[config.mk]
export PLATFORM = sky130hd
export DESIGN_NAME = psr_sensor_receiver
export DESIGN_NICKNAME = d
export VERILOG_FILES = /design/src/psr_pkg.sv /design/src/psr_entry_mem.sv /design/src/psr_sensor_receiver.sv
export SDC_FILE = /design/constraint.sdc
export NUM_CORES = 1
export LEC_CHECK = 0
export BUFFER_PORTS_ARGS = -buffer_cell sky130_fd_sc_hd__buf_2
export CAP_MARGIN = 20
export CORE_ASPECT_RATIO = 0.6
export CORE_UTILIZATION = 55
export CTS_BUF_LIST = sky130_fd_sc_hd__clkbuf_4 sky130_fd_sc_hd__clkbuf_8 sky130_fd_sc_hd__clkbuf_16
export DETAILED_ROUTE_END_ITERATION = 16
export PLACE_DENSITY = 0.73
export SETUP_SLACK_MARGIN = 0.5
export SLEW_MARGIN = 20
export SYNTH_ARGS = -nofsm -noshare
export SYNTH_HDL_FRONTEND = slang
export SYNTH_HIERARCHICAL = 1
export SYNTH_SLANG_ARGS = --single-unit
[constraint.sdc]
create_clock -name clk -period 3.64 [get_ports clk]
set_clock_uncertainty 0.15 [all_clocks]
set_input_delay 0.728 -clock clk [delete_from_list [all_inputs] [get_ports clk]]
set_output_delay 0.728 -clock clk [all_outputs]
set_load 0.02 [all_outputs]
[src/psr_pkg.sv]
package psr_pkg;
   localparam int NCH   = 4;
   localparam int NSLOT = 3;
   localparam int NENT  = 12;
   localparam int DW    = 16;

   // register word indices; byte address is four times the index
   localparam logic [5:0] W_CTRL  = 6'h00;
   localparam logic [5:0] W_GSW   = 6'h01;
   localparam logic [5:0] W_CFG0  = 6'h04;
   localparam logic [5:0] W_DATA0 = 6'h10;

   localparam logic [7:0] CTRL_RST = 8'h00;
   localparam logic [8:0] CFG_RST  = 9'h000;

   // sensor_config_reg fields
   localparam int CF_ASYNC   = 0;
   localparam int CF_RATE    = 1;
   localparam int CF_LEN10   = 2;
   localparam int CF_SLOTDIS = 3;
   localparam int CF_BLK     = 4;
   localparam int CF_FILT    = 5;
   // sensor_channel_control_reg: enables in 3:0, sync pulse enables from here
   localparam int CT_SYNC    = 4;
   // global_status_word fields
   localparam int GS_FLT     = 0;
   localparam int GS_ACT     = 4;
   // sensor_data_reg fields
   localparam int DB_FLT     = 15;
   localparam int DB_INV     = 0;
   localparam int DB_SLOT    = 1;
   localparam int DB_STG     = 2;
   localparam int DB_NODATA  = 3;

   // timing at 125 MHz
   localparam int CLK_MHZ    = 125;
   localparam logic [6:0] TICK_CYC = 7'(CLK_MHZ);
   localparam int BIT_NS_125 = 8000;
   localparam int BIT_NS_189 = 5291;
   localparam logic [11:0] BIT_CYC_125 = 12'(BIT_NS_125 * CLK_MHZ / 1000);
   localparam logic [11:0] BIT_CYC_189 = 12'(BIT_NS_189 * CLK_MHZ / 1000);
   localparam int FILT_STEP_NS = 64;
   localparam logic [6:0] FILT_STEP_CYC = 7'((FILT_STEP_NS * CLK_MHZ + 999) / 1000);
   localparam int WR_DELAY_NS = 1000;
   localparam logic [7:0] WR_DELAY_CYC = 8'((WR_DELAY_NS * CLK_MHZ + 999) / 1000);
   localparam logic [11:0] SYNC_LEN_US  = 12'h014;
   localparam logic [11:0] SYNC_STEP_US = 12'h01e;
   localparam logic [11:0] S1_LO = 12'h028;
   localparam logic [11:0] S1_HI = 12'h08c;
   localparam logic [11:0] S2_LO = 12'h096;
   localparam logic [11:0] S2_HI = 12'h0fa;
   localparam logic [11:0] S3_LO = 12'h104;
   localparam logic [11:0] S3_HI = 12'h168;
endpackage

[src/psr_entry_mem.sv]
`timescale 1ns/1ps
module psr_entry_mem (
   // clock and reset
   input  wire logic        clk,
   input  wire logic        rstn,
   // write side, one enable per entry, one word per channel
   input  wire logic [11:0] we,
   input  wire logic [63:0] wdata,
   // read side
   input  wire logic [3:0]  raddr,
   output logic      [15:0] rdata
);
   logic [15:0] mem [12];

   // all sixteen bits of an entry load in the same edge, so a word is never torn
   for (genvar i = 0; i < 12; i++) begin : g_ent
      always_ff @(posedge clk) begin
         if (we[i]) begin
            mem[i] <= wdata[(i / 3) * 16 +: 16];
         end
      end
   end

   always_ff @(posedge clk or negedge rstn) begin
      if (!rstn) begin
         rdata <= 16'h0000;
      end else begin
         rdata <= mem[raddr];
      end
   end
endmodule

[src/psr_sensor_receiver.sv]
// Operation
// (RULE_01) async mode: slot 2 and slot 3 addresses read as all zeros
// (RULE_02) channel turns on only if supply ok at request; stays on after
// (RULE_03) blanking select picks 5 ms or 10 ms current-limit mask per activation
// (RULE_04) slot check disable bit turns off slot timing check for the channel
// (RULE_05) twelve data registers, three independent ones per channel
// (RULE_06) error sets data word msb and codes the errors below it
// (RULE_07) any sensor fault sets the fault summary bit of the status word
// (RULE_08) faults clear only on read, never by disabling the channel
// (RULE_09) reading clears data; reads before new data give an error word
// (RULE_10) 125 or 189 kbps, 8 or 10 data bits, one parity bit
// (RULE_11) bit value taken from direction of mid-bit transition
// (RULE_12) per-channel deglitch filter in 15 steps ahead of decoder
// (RULE_13) data register updated whole after fixed delay past frame end
// (RULE_14) any bit error discards the frame and restarts at minimum bit time; here decoding runs on until 5/4 bit passes with no mid-bit edge
// (RULE_15) invalid flag is or of start, length/stop, parity, bit-window errors
// (RULE_16) sync mode: slot 1, 2, 3 messages go to registers 1, 2, 3
// (RULE_17) sync mode: channel fault written to all three slot registers
// (RULE_18) each rising sync trigger edge emits staggered sync pulses
// (RULE_19) async channels never emit sync pulses
// (RULE_20) slot check on: message ending off-window records slot error
// (RULE_21) two messages ending in one slot: the second one is kept
// (RULE_22) async: three registers are a fifo at slot 1 address, oldest dropped
`timescale 1ns/1ps
module psr_sensor_receiver #(
   parameter int BLANK_SHORT_US = 5000,
   parameter int BLANK_LONG_US  = 10000
) (
   // clock and reset
   input  wire logic        clk,
   input  wire logic        rstn,
   // avalon-mm slave
   input  wire logic [7:0]  avs_address,
   input  wire logic        avs_read,
   input  wire logic        avs_write,
   input  wire logic [31:0] avs_writedata,
   input  wire logic [3:0]  avs_byteenable,
   output logic      [31:0] avs_readdata,
   output logic             avs_waitrequest,
   // sensor side
   input  wire logic [3:0]  sense_hi,
   input  wire logic [3:0]  ilim_hit,
   input  wire logic        supply_ok_threshold,
   input  wire logic        sync_trigger_input,
   output logic      [3:0]  sensor_supply_output,
   output logic      [3:0]  sync_pulse
);
   logic [7:0]  ctrl;
   logic [8:0]  cfg [4];
   logic        summary;
   logic [6:0]  div;
   logic        tick;
   logic [11:0] slot_t;
   logic        trig_q;
   logic [1:0]  rd_ph;
   logic [1:0]  rd_kind;
   logic [15:0] rd_val;
   logic [3:0]  raddr;
   logic [11:0] mem_we;
   logic [63:0] mem_wd;
   logic [15:0] mem_rd;
   logic [7:0]  rp_w;
   logic [7:0]  cnt_w;
   logic [11:0] vld_w;
   logic [3:0]  flt_ev;
   logic [3:0]  pop;
   logic [11:0] clr_e;
   logic [3:0]  act_w;

   wire [5:0]  word   = avs_address[7:2];
   wire        take   = avs_read && rd_ph == 2'd0;
   wire        wr     = avs_write && !avs_read;
   wire [15:0] wmask  = {{8{avs_byteenable[1]}}, {8{avs_byteenable[0]}}};
   wire        is_dat = word >= psr_pkg::W_DATA0 && word < psr_pkg::W_DATA0 + 6'd12;
   wire [3:0]  ent    = 4'(word - psr_pkg::W_DATA0);
   wire [1:0]  ech    = 2'(ent / 4'd3);
   wire [1:0]  esl    = 2'(ent % 4'd3);
   wire        is_cfg = word >= psr_pkg::W_CFG0 && word < psr_pkg::W_CFG0 + 6'd4;
   wire [1:0]  cch    = 2'(word - psr_pkg::W_CFG0);

   psr_entry_mem u_mem (  // RULE_05
      .clk   (clk),
      .rstn  (rstn),
      .we    (mem_we),
      .wdata (mem_wd),
      .raddr (raddr),
      .rdata (mem_rd)
   );

   // reads take three cycles so that read data always come from flip-flops
   assign avs_waitrequest = avs_read && rd_ph != 2'd2;

   always_ff @(posedge clk or negedge rstn) begin
      if (!rstn) begin
         rd_ph <= 2'd0;
      end else if (avs_read) begin
         rd_ph <= (rd_ph == 2'd2) ? 2'd0 : rd_ph + 2'd1;
      end else begin
         rd_ph <= 2'd0;
      end
   end

   // read decode; side effects happen at the edge the request is first seen
   always_comb begin
      raddr = 4'd0;
      pop   = 4'd0;
      clr_e = 12'd0;
      if (take && is_dat) begin
         if (cfg[ech][psr_pkg::CF_ASYNC]) begin
            raddr = 4'(ech * 2'd3 + rp_w[2*ech +: 2]);
            pop[ech] = esl == 2'd0 && cnt_w[2*ech +: 2] != 2'd0;     // RULE_22
         end else begin
            raddr = ent;
            clr_e[ent] = 1'b1;                                      // RULE_09
         end
      end
   end

   always_ff @(posedge clk or negedge rstn) begin
      if (!rstn) begin
         rd_kind <= 2'd0;
         rd_val  <= 16'h0000;
      end else if (take) begin
         rd_val <= 16'h0000;
         if (is_dat) begin
            if (cfg[ech][psr_pkg::CF_ASYNC]) begin
               rd_kind <= esl != 2'd0 ? 2'd3 :                       // RULE_01
                          (cnt_w[2*ech +: 2] != 2'd0 ? 2'd1 : 2'd2);
            end else begin
               rd_kind <= vld_w[ent] ? 2'd1 : 2'd2;                   // RULE_09
            end
         end else begin
            rd_kind <= 2'd0;
            if (word == psr_pkg::W_CTRL) begin
               rd_val <= {8'h00, ctrl};
            end else if (word == psr_pkg::W_GSW) begin
               rd_val <= 16'({act_w, 3'b000, summary});
            end else if (is_cfg) begin
               rd_val <= {7'h00, cfg[cch]};
            end
         end
      end
   end

   always_ff @(posedge clk or negedge rstn) begin
      if (!rstn) begin
         avs_readdata <= 32'h0000_0000;
      end else if (rd_ph == 2'd1) begin
         case (rd_kind)
            2'd0:    avs_readdata <= {16'h0000, rd_val};
            2'd1:    avs_readdata <= {16'h0000, mem_rd};
            2'd2:    avs_readdata <= 32'(16'h8008);
            default: avs_readdata <= 32'h0000_0000;
         endcase
      end
   end

   // register writes complete without wait; unmapped writes are dropped
   always_ff @(posedge clk or negedge rstn) begin
      if (!rstn) begin
         ctrl <= psr_pkg::CTRL_RST;
         for (int i = 0; i < psr_pkg::NCH; i++) begin
            cfg[i] <= psr_pkg::CFG_RST;
         end
      end else if (wr) begin
         if (word == psr_pkg::W_CTRL && avs_byteenable[0]) begin
            ctrl <= avs_writedata[7:0];
         end
         if (is_cfg) begin
            cfg[cch] <= 9'((cfg[cch] & ~wmask) | (avs_writedata[15:0] & wmask));
         end
      end
   end

   // a new fault wins over the clear from a status read in the same cycle
   always_ff @(posedge clk or negedge rstn) begin
      if (!rstn) begin
         summary <= 1'b0;
      end else if (|flt_ev) begin
         summary <= 1'b1;                                              // RULE_07
      end else if (take && word == psr_pkg::W_GSW) begin
         summary <= 1'b0;
      end
   end

   // microsecond tick shared by blanking, slot and sync timing
   always_ff @(posedge clk or negedge rstn) begin
      if (!rstn) begin
         div  <= 7'd0;
         tick <= 1'b0;
      end else begin
         tick <= div == psr_pkg::TICK_CYC - 7'd1;
         div  <= (div == psr_pkg::TICK_CYC - 7'd1) ? 7'd0 : div + 7'd1;
      end
   end

   always_ff @(posedge clk or negedge rstn) begin
      if (!rstn) begin
         trig_q <= 1'b0;
         slot_t <= 12'hfff;
      end else begin
         trig_q <= sync_trigger_input;
         if (sync_trigger_input && !trig_q) begin
            slot_t <= 12'd0;                                          // RULE_18
         end else if (tick && slot_t != 12'hfff) begin
            slot_t <= slot_t + 12'd1;
         end
      end
   end

   for (genvar c = 0; c < psr_pkg::NCH; c++) begin : g_ch
      wire        asyn  = cfg[c][psr_pkg::CF_ASYNC];
      wire        len10 = cfg[c][psr_pkg::CF_LEN10];
      wire [3:0]  fsel  = cfg[c][psr_pkg::CF_FILT +: 4];
      wire [6:0]  flim  = 7'(fsel * psr_pkg::FILT_STEP_CYC);
      wire [11:0] tb    = cfg[c][psr_pkg::CF_RATE] ? psr_pkg::BIT_CYC_189 : psr_pkg::BIT_CYC_125;
      wire [11:0] lo    = tb - (tb >> 2);
      wire [11:0] hi    = tb + (tb >> 2);
      logic        flvl;
      logic        fprev;
      logic [6:0]  fcnt;
      logic        busy;
      logic [11:0] t;
      logic [3:0]  nb;
      logic [12:0] sh;
      logic        bnd;
      logic        berr;
      logic        fin;
      logic        fin_ok;
      logic        dpend;
      logic [7:0]  dcnt;
      logic [15:0] dword;
      logic        active;
      logic [13:0] bcnt;
      logic [1:0]  rp;
      logic [1:0]  wp;
      logic [1:0]  cnt;
      logic [2:0]  vld;
      logic [2:0]  we3;
      logic [15:0] wword;
      logic [1:0]  sidx;
      logic        sok;
      logic        spul;
      wire edge_s  = flvl != fprev;
      wire go      = dpend && dcnt == 8'd0;
      wire flt_go  = active && bcnt == 14'd0 && ilim_hit[c];
      wire push    = asyn && (flt_go || go);
      wire discard = push && !pop[c] && cnt == 2'd3;
      wire [3:0] nexp = len10 ? 4'd13 : 4'd11;
      wire st_ok  = len10 ? sh[12:11] == 2'b00 : sh[10:9] == 2'b00;
      wire req_on = wr && word == psr_pkg::W_CTRL && avs_byteenable[0] && avs_writedata[c];
      wire req_of = wr && word == psr_pkg::W_CTRL && avs_byteenable[0] && !avs_writedata[c];

      // a level change must persist for the selected number of steps
      always_ff @(posedge clk or negedge rstn) begin
         if (!rstn) begin
            flvl  <= 1'b0;
            fprev <= 1'b0;
            fcnt  <= 7'd0;
         end else begin
            fprev <= flvl;
            if (sense_hi[c] == flvl) begin
               fcnt <= 7'd0;
            end else if (fcnt >= flim) begin
               flvl <= sense_hi[c];                                    // RULE_12
               fcnt <= 7'd0;
            end else begin
               fcnt <= fcnt + 7'd1;
            end
         end
      end

      // edges inside the 3/4..5/4 bit window are mid-bit; one boundary edge allowed
      always_ff @(posedge clk or negedge rstn) begin
         if (!rstn) begin
            busy   <= 1'b0;
            t      <= 12'd0;
            nb     <= 4'd0;
            sh     <= 13'd0;
            bnd    <= 1'b0;
            berr   <= 1'b0;
            fin    <= 1'b0;
            fin_ok <= 1'b0;
         end else begin
            fin <= 1'b0;
            if (!busy) begin
               if (edge_s && !flvl) begin
                  busy <= 1'b1;
                  t    <= 12'd0;
                  nb   <= 4'd1;
                  sh   <= 13'd0;
                  bnd  <= 1'b0;
                  berr <= 1'b0;
               end
            end else if (t > hi) begin
               busy   <= 1'b0;                                         // RULE_14
               fin    <= 1'b1;
               fin_ok <= !berr && nb == nexp && st_ok && !(^sh);       // RULE_15
            end else begin
               t <= t + 12'd1;
               if (edge_s) begin
                  if (t < lo) begin
                     if (bnd) begin
                        berr <= 1'b1;
                     end
                     bnd <= 1'b1;
                  end else begin
                     sh  <= {sh[11:0], flvl};                          // RULE_11
                     t   <= 12'd0;
                     bnd <= 1'b0;
                     if (nb == 4'd13) begin
                        berr <= 1'b1;
                     end else begin
                        nb <= nb + 4'd1;
                     end
                  end
               end
            end
         end
      end

      // hold the finished word for the write delay, then commit it in one edge
      always_ff @(posedge clk or negedge rstn) begin
         if (!rstn) begin
            dpend <= 1'b0;
            dcnt  <= 8'd0;
            dword <= 16'h0000;
         end else if (fin) begin
            dpend <= 1'b1;                                             // RULE_13
            dcnt  <= psr_pkg::WR_DELAY_CYC;
            if (!fin_ok) begin
               dword <= 16'h8001;                                      // RULE_06
            end else if (len10) begin
               dword <= {6'h00, sh[10:1]};                             // RULE_10
            end else begin
               dword <= {8'h00, sh[8:1]};
            end
         end else if (go) begin
            dpend <= 1'b0;
         end else if (dpend) begin
            dcnt <= dcnt - 8'd1;
         end
      end

      always_comb begin
         sidx = 2'd2;
         sok  = slot_t >= psr_pkg::S3_LO && slot_t <= psr_pkg::S3_HI;
         if (slot_t <= psr_pkg::S1_HI) begin
            sidx = 2'd0;
            sok  = slot_t >= psr_pkg::S1_LO;
         end else if (slot_t <= psr_pkg::S2_HI) begin
            sidx = 2'd1;
            sok  = slot_t >= psr_pkg::S2_LO;
         end
      end

      always_comb begin
         we3   = 3'b000;
         wword = dword;
         if (flt_go) begin
            wword = 16'h8004;
            we3   = asyn ? 3'(3'b001 << wp) : 3'b111;                  // RULE_17
         end else if (go) begin
            if (asyn) begin
               we3 = 3'(3'b001 << wp);                                 // RULE_22
            end else begin
               we3 = 3'(3'b001 << sidx);                               // RULE_16 RULE_21
               if (!sok && !cfg[c][psr_pkg::CF_SLOTDIS]) begin         // RULE_04
                  wword = 16'h8002;                                    // RULE_20
               end
            end
         end
      end

      assign mem_we[3*c +: 3] = we3;
      assign mem_wd[16*c +: 16] = wword;
      assign flt_ev[c] = |we3 && wword[psr_pkg::DB_FLT];
      assign rp_w[2*c +: 2] = rp;
      assign cnt_w[2*c +: 2] = cnt;
      assign vld_w[3*c +: 3] = vld;
      assign act_w[c] = active;

      // fifo pointers wrap at three; a push into a full fifo drops the oldest
      always_ff @(posedge clk or negedge rstn) begin
         if (!rstn) begin
            rp  <= 2'd0;
            wp  <= 2'd0;
            cnt <= 2'd0;
         end else if (!asyn) begin
            rp  <= 2'd0;
            wp  <= 2'd0;
            cnt <= 2'd0;
         end else begin
            if (push) begin
               wp <= (wp == 2'd2) ? 2'd0 : wp + 2'd1;
            end
            if (pop[c] || discard) begin
               rp <= (rp == 2'd2) ? 2'd0 : rp + 2'd1;                  // RULE_22
            end
            if (push && !pop[c] && !discard) begin
               cnt <= cnt + 2'd1;
            end else if (pop[c] && !push) begin
               cnt <= cnt - 2'd1;
            end
         end
      end

      // a write in the same cycle as the clearing read keeps the entry valid
      always_ff @(posedge clk or negedge rstn) begin
         if (!rstn) begin
            vld <= 3'b000;
         end else begin
            vld <= (vld & ~clr_e[3*c +: 3]) | we3;                     // RULE_08 RULE_09
         end
      end

      // disabling leaves stored faults in place until they are read
      always_ff @(posedge clk or negedge rstn) begin
         if (!rstn) begin
            active <= 1'b0;
            bcnt   <= 14'd0;
         end else if (req_on && !active) begin
            if (supply_ok_threshold) begin
               active <= 1'b1;                                         // RULE_02
               bcnt   <= cfg[c][psr_pkg::CF_BLK] ? 14'(BLANK_LONG_US)
                                                 : 14'(BLANK_SHORT_US); // RULE_03
            end
         end else if (req_of || flt_go) begin
            active <= 1'b0;
         end else if (tick && bcnt != 14'd0) begin
            bcnt <= bcnt - 14'd1;                                      // RULE_03
         end
      end

      always_comb begin
         spul = slot_t >= 12'(c) * psr_pkg::SYNC_STEP_US &&
                slot_t < 12'(c) * psr_pkg::SYNC_STEP_US + psr_pkg::SYNC_LEN_US;
      end

      always_ff @(posedge clk or negedge rstn) begin
         if (!rstn) begin
            sync_pulse[c] <= 1'b0;
         end else begin
            sync_pulse[c] <= spul && active && ctrl[psr_pkg::CT_SYNC + c] && !asyn; // RULE_18 RULE_19
         end
      end

      always_ff @(posedge clk or negedge rstn) begin
         if (!rstn) begin
            sensor_supply_output[c] <= 1'b0;
         end else begin
            sensor_supply_output[c] <= active;
         end
      end
   end
endmodule

## Yosys cells after proc, flatten, opt, wreduce, memory -nomap -nowiden

Memory sizes are Yosys's and may differ from the RTL's. A register that Yosys moved wholly into a read port is not among the register bits.
Index checks and enable logic that the tools add are counted.

| storage, ports and cells | value |
|---|---|
| RAM bits | 192 |
| flip-flop bits (word level) | 494 |
| memories kept | 1 |
| output and inout bits | 41 |
| bits in latches | 0 |
| input bits | 58 |
| ROM bits | 0 |

Memory list:

| name | words | bits a word | read ports | clocked after Yosys merged registers in | write ports | line | text |
|---|---|---|---|---|---|---|---|
| u_mem.mem | 12 | 16 | 1 | 1 | 12 | psr_entry_mem.sv:13 | `logic [15:0] mem [12];` |

| operators by class | value |
|---|---|
| eq/ne operators | 84 |
| bitwise operators | 23 |
| shift-type cells | 7 |
| add/subtract/negate cells | 50 |
| $lt $le $gt $ge | 37 |
| div/mod/pow operators | 2 |
| reduce and logical (&&, ||, !) cells | 260 |
| mux-type cells | 339 |
| multipliers | 1 |

Operators with widths:

| kind | count |
|---|---|
| 2-to-1 mux 16 bit | 23 |
| 2-to-1 mux 12 bit | 24 |
| 2-to-1 mux 14 bit | 20 |
| 2-to-1 mux 13 bit | 20 |
| 2-to-1 mux 1 bit | 118 |
| 2-to-1 mux 4 bit | 28 |
| logical AND 1 bit | 105 |
| 2-to-1 mux 8 bit | 12 |
| 2-to-1 mux 2 bit | 45 |
| 2-to-1 mux 9 bit | 8 |
| 2-to-1 mux 7 bit | 9 |
| adder 12 x 1 -> 12 bit (second input constant) | 5 |
| 2-to-1 mux 3 bit | 20 |
| zero test 14 bit | 4 |
| nonzero test 14 bit | 4 |
| subtractor 14 x 1 -> 14 bit (second input constant) | 4 |
| parity 13 bit | 4 |
| != test 2 bit (second input constant) | 25 |
| greater-than comparator 12 x 11 -> 1 bit | 4 |
| < comparator 12 bit | 4 |
| case mux 16 bit (3 select lines) | 1 |
| nonzero test 2 bit | 24 |
| adder 10 x 8 -> 11 bit | 4 |
| zero test 1 bit | 44 |
| other kinds (73) | 244 |

## Logic depth before layout (Yosys ltp)

Gate-level depths: netlist (run 1).

| logic depth | value |
|---|---|
| word-level depth | 16 |
| gate-level depth with buffers | 28 |
| mapped depth without buffers | 24 |

## Cells and area by module

Netlist (run 1), hierarchy kept.

Modules (own cells, without submodules):

| module | area each (um^2) | times used | cells an instance |
|---|---|---|---|
| psr_sensor_receiver | 24,841.3 | 1 | 2,719 |
| psr_entry_mem | 7,601.0 | 1 | 324 |

## Worst setup path before layout (run 1)

No wires, ideal clock.

| timing path | value |
|---|---|
| kind | input to register |
| from | input avs_address[5] |
| to | register u_mem.rdata[11] (read register of u_mem.mem) |
| arrival time | 5.455 ns |
| slack | -2.107 ns |
| cell stages on the path | 24 |
| required time | 3.348 ns |
| setup time | 0.142 ns |
| path buffers | 3 |
| cells stage by stage | buf_4 nand2b_2 inv_1 ha_1 inv_1 ha_1 buf_2 nand2_1 clkinv_1 nand2_1 o21ai_0 ha_1 nor3b_2 nor2_1 a221o_1 ha_1 ha_1 inv_1 fa_1 a211oi_1 buf_1 mux4_2 a22oi_1 o221ai_1 |

| on the way | value |
|---|---|
| longest elaborated chain between the ends | 8 |
| elaborated cells between the ends (all ways) | 15 |
| classes of those cells | 2 x add/sub; 1 x mul; 1 x div; 2 x order compare; 1 x shift; 5 x mux; 1 x bitwise; 2 x reduce/logical |

RTL lines:

| what | line | text |
|---|---|---|
| from (decl) | psr_sensor_receiver.sv:33 | `input wire logic [7:0] avs_address,` |
| parallel branches: the longest is 7 deep, another holds subtractor 4 x 1 -> 4 bit | -- |  |
| 2-to-1 mux 4 bit (*) | psr_sensor_receiver.sv:108 | `if (take && is_dat) begin` |
| net raddr[2] | psr_sensor_receiver.sv:58 | `logic [3:0] raddr;` |
| to (decl) | psr_entry_mem.sv:11 | `output logic [15:0] rdata` |

Mark *: on every way through the listed nets, which the timed path passes. The select of a mux whose other input is x is not followed.
A chain may end at the register's enable or synchronous reset.

## Worst setup path after layout (run 1)

| timing path | value |
|---|---|
| from | input avs_address[5] |
| to | register u_mem.rdata[14] (read register of u_mem.mem) |

Same word-level chain as after synthesis.

==> results of run 1 <==
## power groups by stage
stage	logic (W)	clock network [W]	registers, W
global placement	0.00173	0	0.00850
detailed placement	0.00183	0	0.00853
global route	0.00219	0.00696	0.00845
finish	0.00196	0.00657	0.00840
floorplan	0.00125	0	0.00840
CTS	0.00188	0.00666	0.00838
## synth_stat cells, types with 13 or more instances
cell,instances
xor2_1,38
nand2b_1,66
and2_1,21
ha_1,101
nor3_1,79
mux4_2,41
inv_1,175
nor2_1,198
o211ai_1,16
clkbuf_1,88
dfrtp_1,455
xnor2_1,98
o21ai_0,287
or3_1,36
a21oi_1,87
and3_1,45
a22o_1,29
mux2i_1,66
nand2_1,360
o31ai_1,30
or2_2,20
edfxtp_1,192
o221ai_1,21
nor4_1,36
o21a_1,13
nand3_1,99
a21o_1,14
nand4_1,18
a22oi_1,19
buf_4,20
## repair_timing
action	CTS	global route
gates resized for setup	36	97
gates cloned	3	2
hold buffers	0	0
pin swaps	9	29
setup endpoints to repair	109	197
buffers inserted	7	18
## layout make-up
type	instances	area (µm²)	share of cell area [%]
Inverter	179	687	1.82
Timing Repair inverter	1	5.00	0.0133
Tap cell	770	963	2.56
Sequential cell	659	17500	46.4
Clock buffer	76	1690	4.49
Clock inverter	35	345	0.917
Multi-Input combinational cell	2142	14500	38.5
Timing Repair Buffer	228	2010	5.33
## metal layers
metal	track usage [%]	part of all wire [%]	routed length (µm)	vias to the layer above
met5	0	0.032	27	-
met4	7.08	2.3	1970	4
met3	5.74	9.4	7890	154
met2	41.5	44	36700	997
met1	42.9	45	37500	12200
li1	-	-	-	11300
## logic make-up after synthesis
logic type | Yosys count | synth area share (%)
and+or+nand+nor | 1079 | 16.5
muxes | 123 | 5.58
adders and majority gates | 102 | 3.96
buffers and inverters | 317 | 4.20
other | 1 | 0.0116
DFF | 659 | 53.8
xor gates and xnor gates | 136 | 3.67
AOI/OAI and AO/OA | 626 | 12.2
## metrics by stage
stage	utilization (%)	hold WS (ns)	instances
after detailed placement	60.1	0.306	3949
after CTS	64.1	0.0504	4070
final	65.1	0.0611	4090
after global placement	60.1	0.302	3949
after global routing	65.1	0.0543	4090
after floorplan	-	0.256	3118
## worst min path at each step
stage / start / end / slack [ns] / cells after the start
after floorplan: g_ch[3].flvl / g_ch[3].fprev / 0.26 / 0
final: rstn / g_ch[1].fcnt[1] / 0.06 / 1
after detailed placement: u_mem/rdata[12] / avs_readdata[12] / 0.31 / 1
after CTS: sync_trigger_input / trig_q / 0.05 / 1
after global routing: sync_trigger_input / trig_q / 0.05 / 1
after global placement: u_mem/rdata[14] / avs_readdata[14] / 0.30 / 1
## registers in the layout, indices dropped and copies added (netlist names), 16 cells and up
signal,cells
cfg,36
g_ch.dcnt,32
g_ch.nb,16
g_ch.sh,52
g_ch.t,48
g_ch.bcnt,56
g_ch.dword,44
g_ch.fcnt,28
u_mem/rdata,16
avs_readdata,16
u_mem/mem,192
## placed cells by master, fill, tap and decap left out, drive strengths merged, types with 44 or more instances in the layout
master,count
nand2,361
a21oi,87
buf,227
nand3,99
dfrtp,455
and3,48
inv,179
nor2,201
mux2i,66
edfxtp,192
ha,101
clkbuf,77
conb,76
xnor2,98
o21ai,290
nand2b,67
mux4,44
nor3,80
==> reports/results.tsv, run 1 <==
stage	metric	value	unit
run_status	outcome	finished with violations	
run_status	violations	DRC, setup timing	
pwr	p_comb_share	11.6	%
pwr	pwr-share-clk	38.8	%
global_routing	grt_max_degree	103	
placement	place_congestion	0.956	
synth	yosys.area.top_type_share	35.1	%
layout	final_area	37700	µm²
sta	finalSetupViolations	16	
worst_setup_path	crit_path_start_kind	primary input	
cts	numCtsBuffers	60	
cts	cts_sinks	659	
layout	fillers	4364	
worst_setup_path	cp_top_family	adder cells	
pwr	p_per_area	450	nW/µm²
synth	synth.area.top_cells	dfrtp_1 (35%), edfxtp_1 (18%), o21ai_0 (4.4%)	
global_routing	track_usage	28.3	%
worst_setup_path	max_stage_delay	0.48	ns
pwr	p_sw	0.00447	W
floorplanning	die-area	60000	µm²
floorplanning	rows	68	
worst_setup_path	rrSetupSlack	0.14	ns
routing	wire_per_inst	20.6	µm
pwr	p_int	0.0125	W
pwr	pwr-share-seq	49.6	%
routing	drtIter0Drc	2268	
synth	netlist_instances	3043	
placement	place_area	34700	µm²
cts	clockRootBuffer	clkbuf_16	
worst_setup_path	end_kind	register	
pwr	leakage	15.9	nW
sta	rsz0062_at_grt	true	
synth	synth-main-ff-cell	dfrtp_1	
flow_run	cap_viol_max_count	0	
synth	ys_ff_latch	659	
layout	area_delta_synth_final	16.1	%
sta	relSlewSlack	38.6	%
worst_setup_path	timing.reg2reg.worst_path_depth	13	
synth	synth_cell_types	105	
layout	fin_nets	3431	
cts	htree_levels	2	
floorplanning	io-pin-count	99	
worst_setup_path	crit_slowest_cell	fa_1	
sta	setup_ws	-0.718	ns
floorplanning	core-area	57900	µm²
floorplanning	start_util	56.1	%
cts	cts_tree	built	
sta	layout_min_cycle_time	4.36	ns
placement	io_buffer_count	55	
worst_setup_path	critical_path_buf_inv_count	8	
sta	fmax	229	MHz
worst_setup_path	critical_path.endpoint	u_mem/rdata[14]	
routing	num_vias	24600	
hold_path	hold_class	in -> async	
layout	drive_gt1_share	16.7	%
floorplanning	die_w	316	µm
sta	setup_tns	-10.75	ns
global_routing	grt_overflow_total	0	
synth	yosysSeqAreaShare	53.8	%
pwr	vdd_drop_max	0.000400	V
routing	via_per_inst	6.01	
global_routing	grt_first_pass_wirelength	133000	µm
worst_setup_path	path_class	in -> reg	
global_routing	grt_pass1_vias	23800	
layout	antennaDiodeCount	0	
synth	syn_avg_cell_area	10.7	µm²
worst_setup_path	r2r-end	u_mem/rdata[14]	
cts	clkTransAtPathRegs	0.07	ns
floorplanning	die_h	190	µm
worst_setup_path	crit_fanout	8	
global_routing	antenna_found_initial	2	
pwr	swShare	26.4	%
pwr	finalPower	0.0169	W
routing	drtPass1Iterations	13	
sta	timing.final.crit_share	120	%
routing	wirelength	84100	µm
synth	synth_edf_count	192	
worst_setup_path	path_depth	25	
placement	dp_worst_setup_slack	-1.53	ns
worst_setup_path	crit_top_cell	ha_4	
worst_setup_path	setup.worst_path.start	avs_address[5]	
routing	drtAntennaViolNets	0	
sta	worst_pin_slew	0.921	ns
worst_setup_path	cp_data_required_time	3.98	ns
cts	clock_path_buffers	3	
synth	syn_area	32400	µm²
placement	hpwl	60800	µm
synth	ys_warn_count	6	
synth	async_reset_ff_share	70.9	%
synth	synth_top_area_cell	dfrtp_1	
routing	drc	2	
worst_setup_path	arrival	4.70	ns
sta	maxSlewViolCount	0	
cts	worstSkewPairLatency	0.63	ns
worst_setup_path	rr_startpoint	g_ch[2].rp[1]	
sta	hold_viol	0	
(Power assumes the default switching activity.)
==> run 2: changes to the inputs <==
CORE_UTILIZATION = 52   (was 55)
GPL_ROUTABILITY_DRIVEN = 0   (was not set)
PLACE_DENSITY = 0.69   (was 0.73)
==> reports/results.tsv, run 2 (synthesis results as in run 1) <==
stage	metric	value	unit
run_status	outcome	finished with violations	
run_status	violations	setup timing	
pwr	finalPower	0.0167	W
routing	routed.top_layer	met5	
layout	drive_gt1_share	16.7	%
worst_setup_path	critical_path_buf_inv_count	8	
floorplanning	die-area	63400	µm²
placement	hpwl	59200	µm
sta	setup_ws	-0.700	ns
floorplanning	die_w	324	µm
worst_setup_path	end_kind	register	
sta	relSlewSlack	38.3	%
pwr	leakage	15.8	nW
routing	drc	0	
routing	route.met3.wl	7730	µm
sta	rsz0062_at_grt	true	
layout	post-route-util	61.4	%
cts	htree_levels	2	
floorplanning	die_h	195	µm
global_routing	grt_max_degree	80	
placement	place_area	34800	µm²
sta	finalSetupViolations	25	
flow_run	cap_viol_max_count	0	
routing	via_per_inst	5.85	
layout	final_area	37600	µm²
worst_setup_path	cp_top_family	adder cells	
hold_path	hold_class	in -> reg	
cts	numCtsBuffers	59	
worst_setup_path	crit_path_start_kind	primary input	
pwr	p_sw	0.00447	W
layout	regMostFlops	u_mem/mem	
global_routing	antenna_found_initial	2	
worst_setup_path	cp_data_required_time	4.02	ns
layout	area_delta_synth_final	16.0	%
routing	drtAntennaViolNets	0	
layout	final_cell_mix	dfrtp_1 (453), nand2_1 (352), o21ai_0 (270)	
sta	layout_min_cycle_time	4.34	ns
floorplanning	io-pin-count	99	
routing	num_vias	24300	
floorplanning	rows	70	
layout	fin_nets	3428	
worst_setup_path	crit_slowest_cell	fa_1	
routing	wire_per_inst	19.9	µm
pwr	p_per_area	445	nW/µm²
pwr	p_int	0.0123	W
routing	drtIter0Drc	2430	
sta	fmax	230	MHz
layout	final_common_cell	dfrtp_1	
global_routing	grt_first_pass_wirelength	130000	µm
floorplanning	core-area	61300	µm²
cts	clkTransAtPathRegs	0.07	ns
worst_setup_path	arrival	4.72	ns
pwr	pwr-share-clk	38.2	%
worst_setup_path	path_class	in -> reg	
pwr	p_comb_share	11.6	%
worst_setup_path	crit_fanout	8	
sta	maxSlewViolCount	0	
global_routing	track_usage	26.0	%
layout	reg_top3	u_mem/mem (192), g_ch.bcnt (56), g_ch.sh (52)	
pwr	vdd_drop_max	0.000392	V
worst_setup_path	crit_top_cell	ha_4	
global_routing	grt_pass1_vias	23500	
sta	hold_viol	0	
cts	worstSkewPairLatency	0.66	ns
floorplanning	start_util	52.9	%
routing	wirelength	82600	µm
pwr	swShare	26.7	%
cts	clock_path_buffers	3	
sta	worst_pin_slew	0.924	ns
cts	cts_sinks	659	
placement	dp_worst_setup_slack	-1.50	ns
cts	clockRootBuffer	clkbuf_16	
global_routing	grt_overflow_total	0	
worst_setup_path	max_stage_delay	0.48	ns
layout	largest_reg_flops	192	
pwr	pwr-share-seq	50.3	%
routing	route.met2.wl	35900	µm
sta	timing.final.crit_share	119	%
placement	io_buffer_count	55	
cts	cts_tree	built	
routing	drtPass1Iterations	6	
routing	wl_met1	37200	µm
==> run 2: power by group through the flow <==
stage               combinational (W)  sequential, W  clock (W)
finish                        0.00194        0.00841    0.00638
global route                  0.00218        0.00846    0.00679
CTS                           0.00187        0.00839    0.00649
detailed placement            0.00181        0.00853          0
global placement              0.00172        0.00851          0
floorplan                     0.00125        0.00840          0
==> run 2: what timing repair did <==
item / CTS / global route
gates cloned: 3 / 0
hold buffers: 1 / 0
resized for setup: 74 / 69
setup endpoints to repair: 161 / 220
pin swaps: 27 / 18
hold endpoints to repair: 64 / 0
buffers inserted: 16 / 13
==> run 2: cell type report <==
type                       instances  area [µm²]
clock buffer                      71        1610
multi-input combinational       2142       14500
timing repair buffer             227        1970
tap                              828        1040
inverter                         179         687
clock inverter                    39         363
antenna                            2        5.00
fill                            4902       23700
sequential                       659       17500
==> run 2: path summary, 6_finish.rpt <==
check | start | end | slack (ns) | cells after the start
worst max register to register | g_ch[0].rp[1] | u_mem/rdata[4] | 0.20 | 13
min in group asynchronous | rstn | avs_readdata[10] | 0.50 | 2
worst min register to register | g_ch[1].berr | g_ch[1].fin_ok | 0.32 | 1
max in group asynchronous | rstn | g_ch[3].bcnt[1] | 1.87 | 3
worst max-delay path | avs_address[5] | u_mem/rdata[4] | -0.70 | 25
worst min-delay path | sync_trigger_input | trig_q | 0.05 | 1
==> run 2: metrics by stage <==
stage	TNS, ns	hold slack, ns	std cells
5_1_grt	-13.62	0.0314	4146
4_1_cts	-8.46	0.0179	4132
3_5_place_dp	-31.73	0.295	4002
6_report	-11.33	0.0472	4147
3_3_place_gp	-27.93	0.304	4002
2_1_floorplan	-24.98	0.256	3118
==> run 2: layer usage <==
metal | track usage, % | vias up
met5 | 0 | -
met4 | 6.64 | 2
met3 | 7.82 | 129
met2 | 38.3 | 887
li1 | - | 11200
met1 | 37.6 | 12000
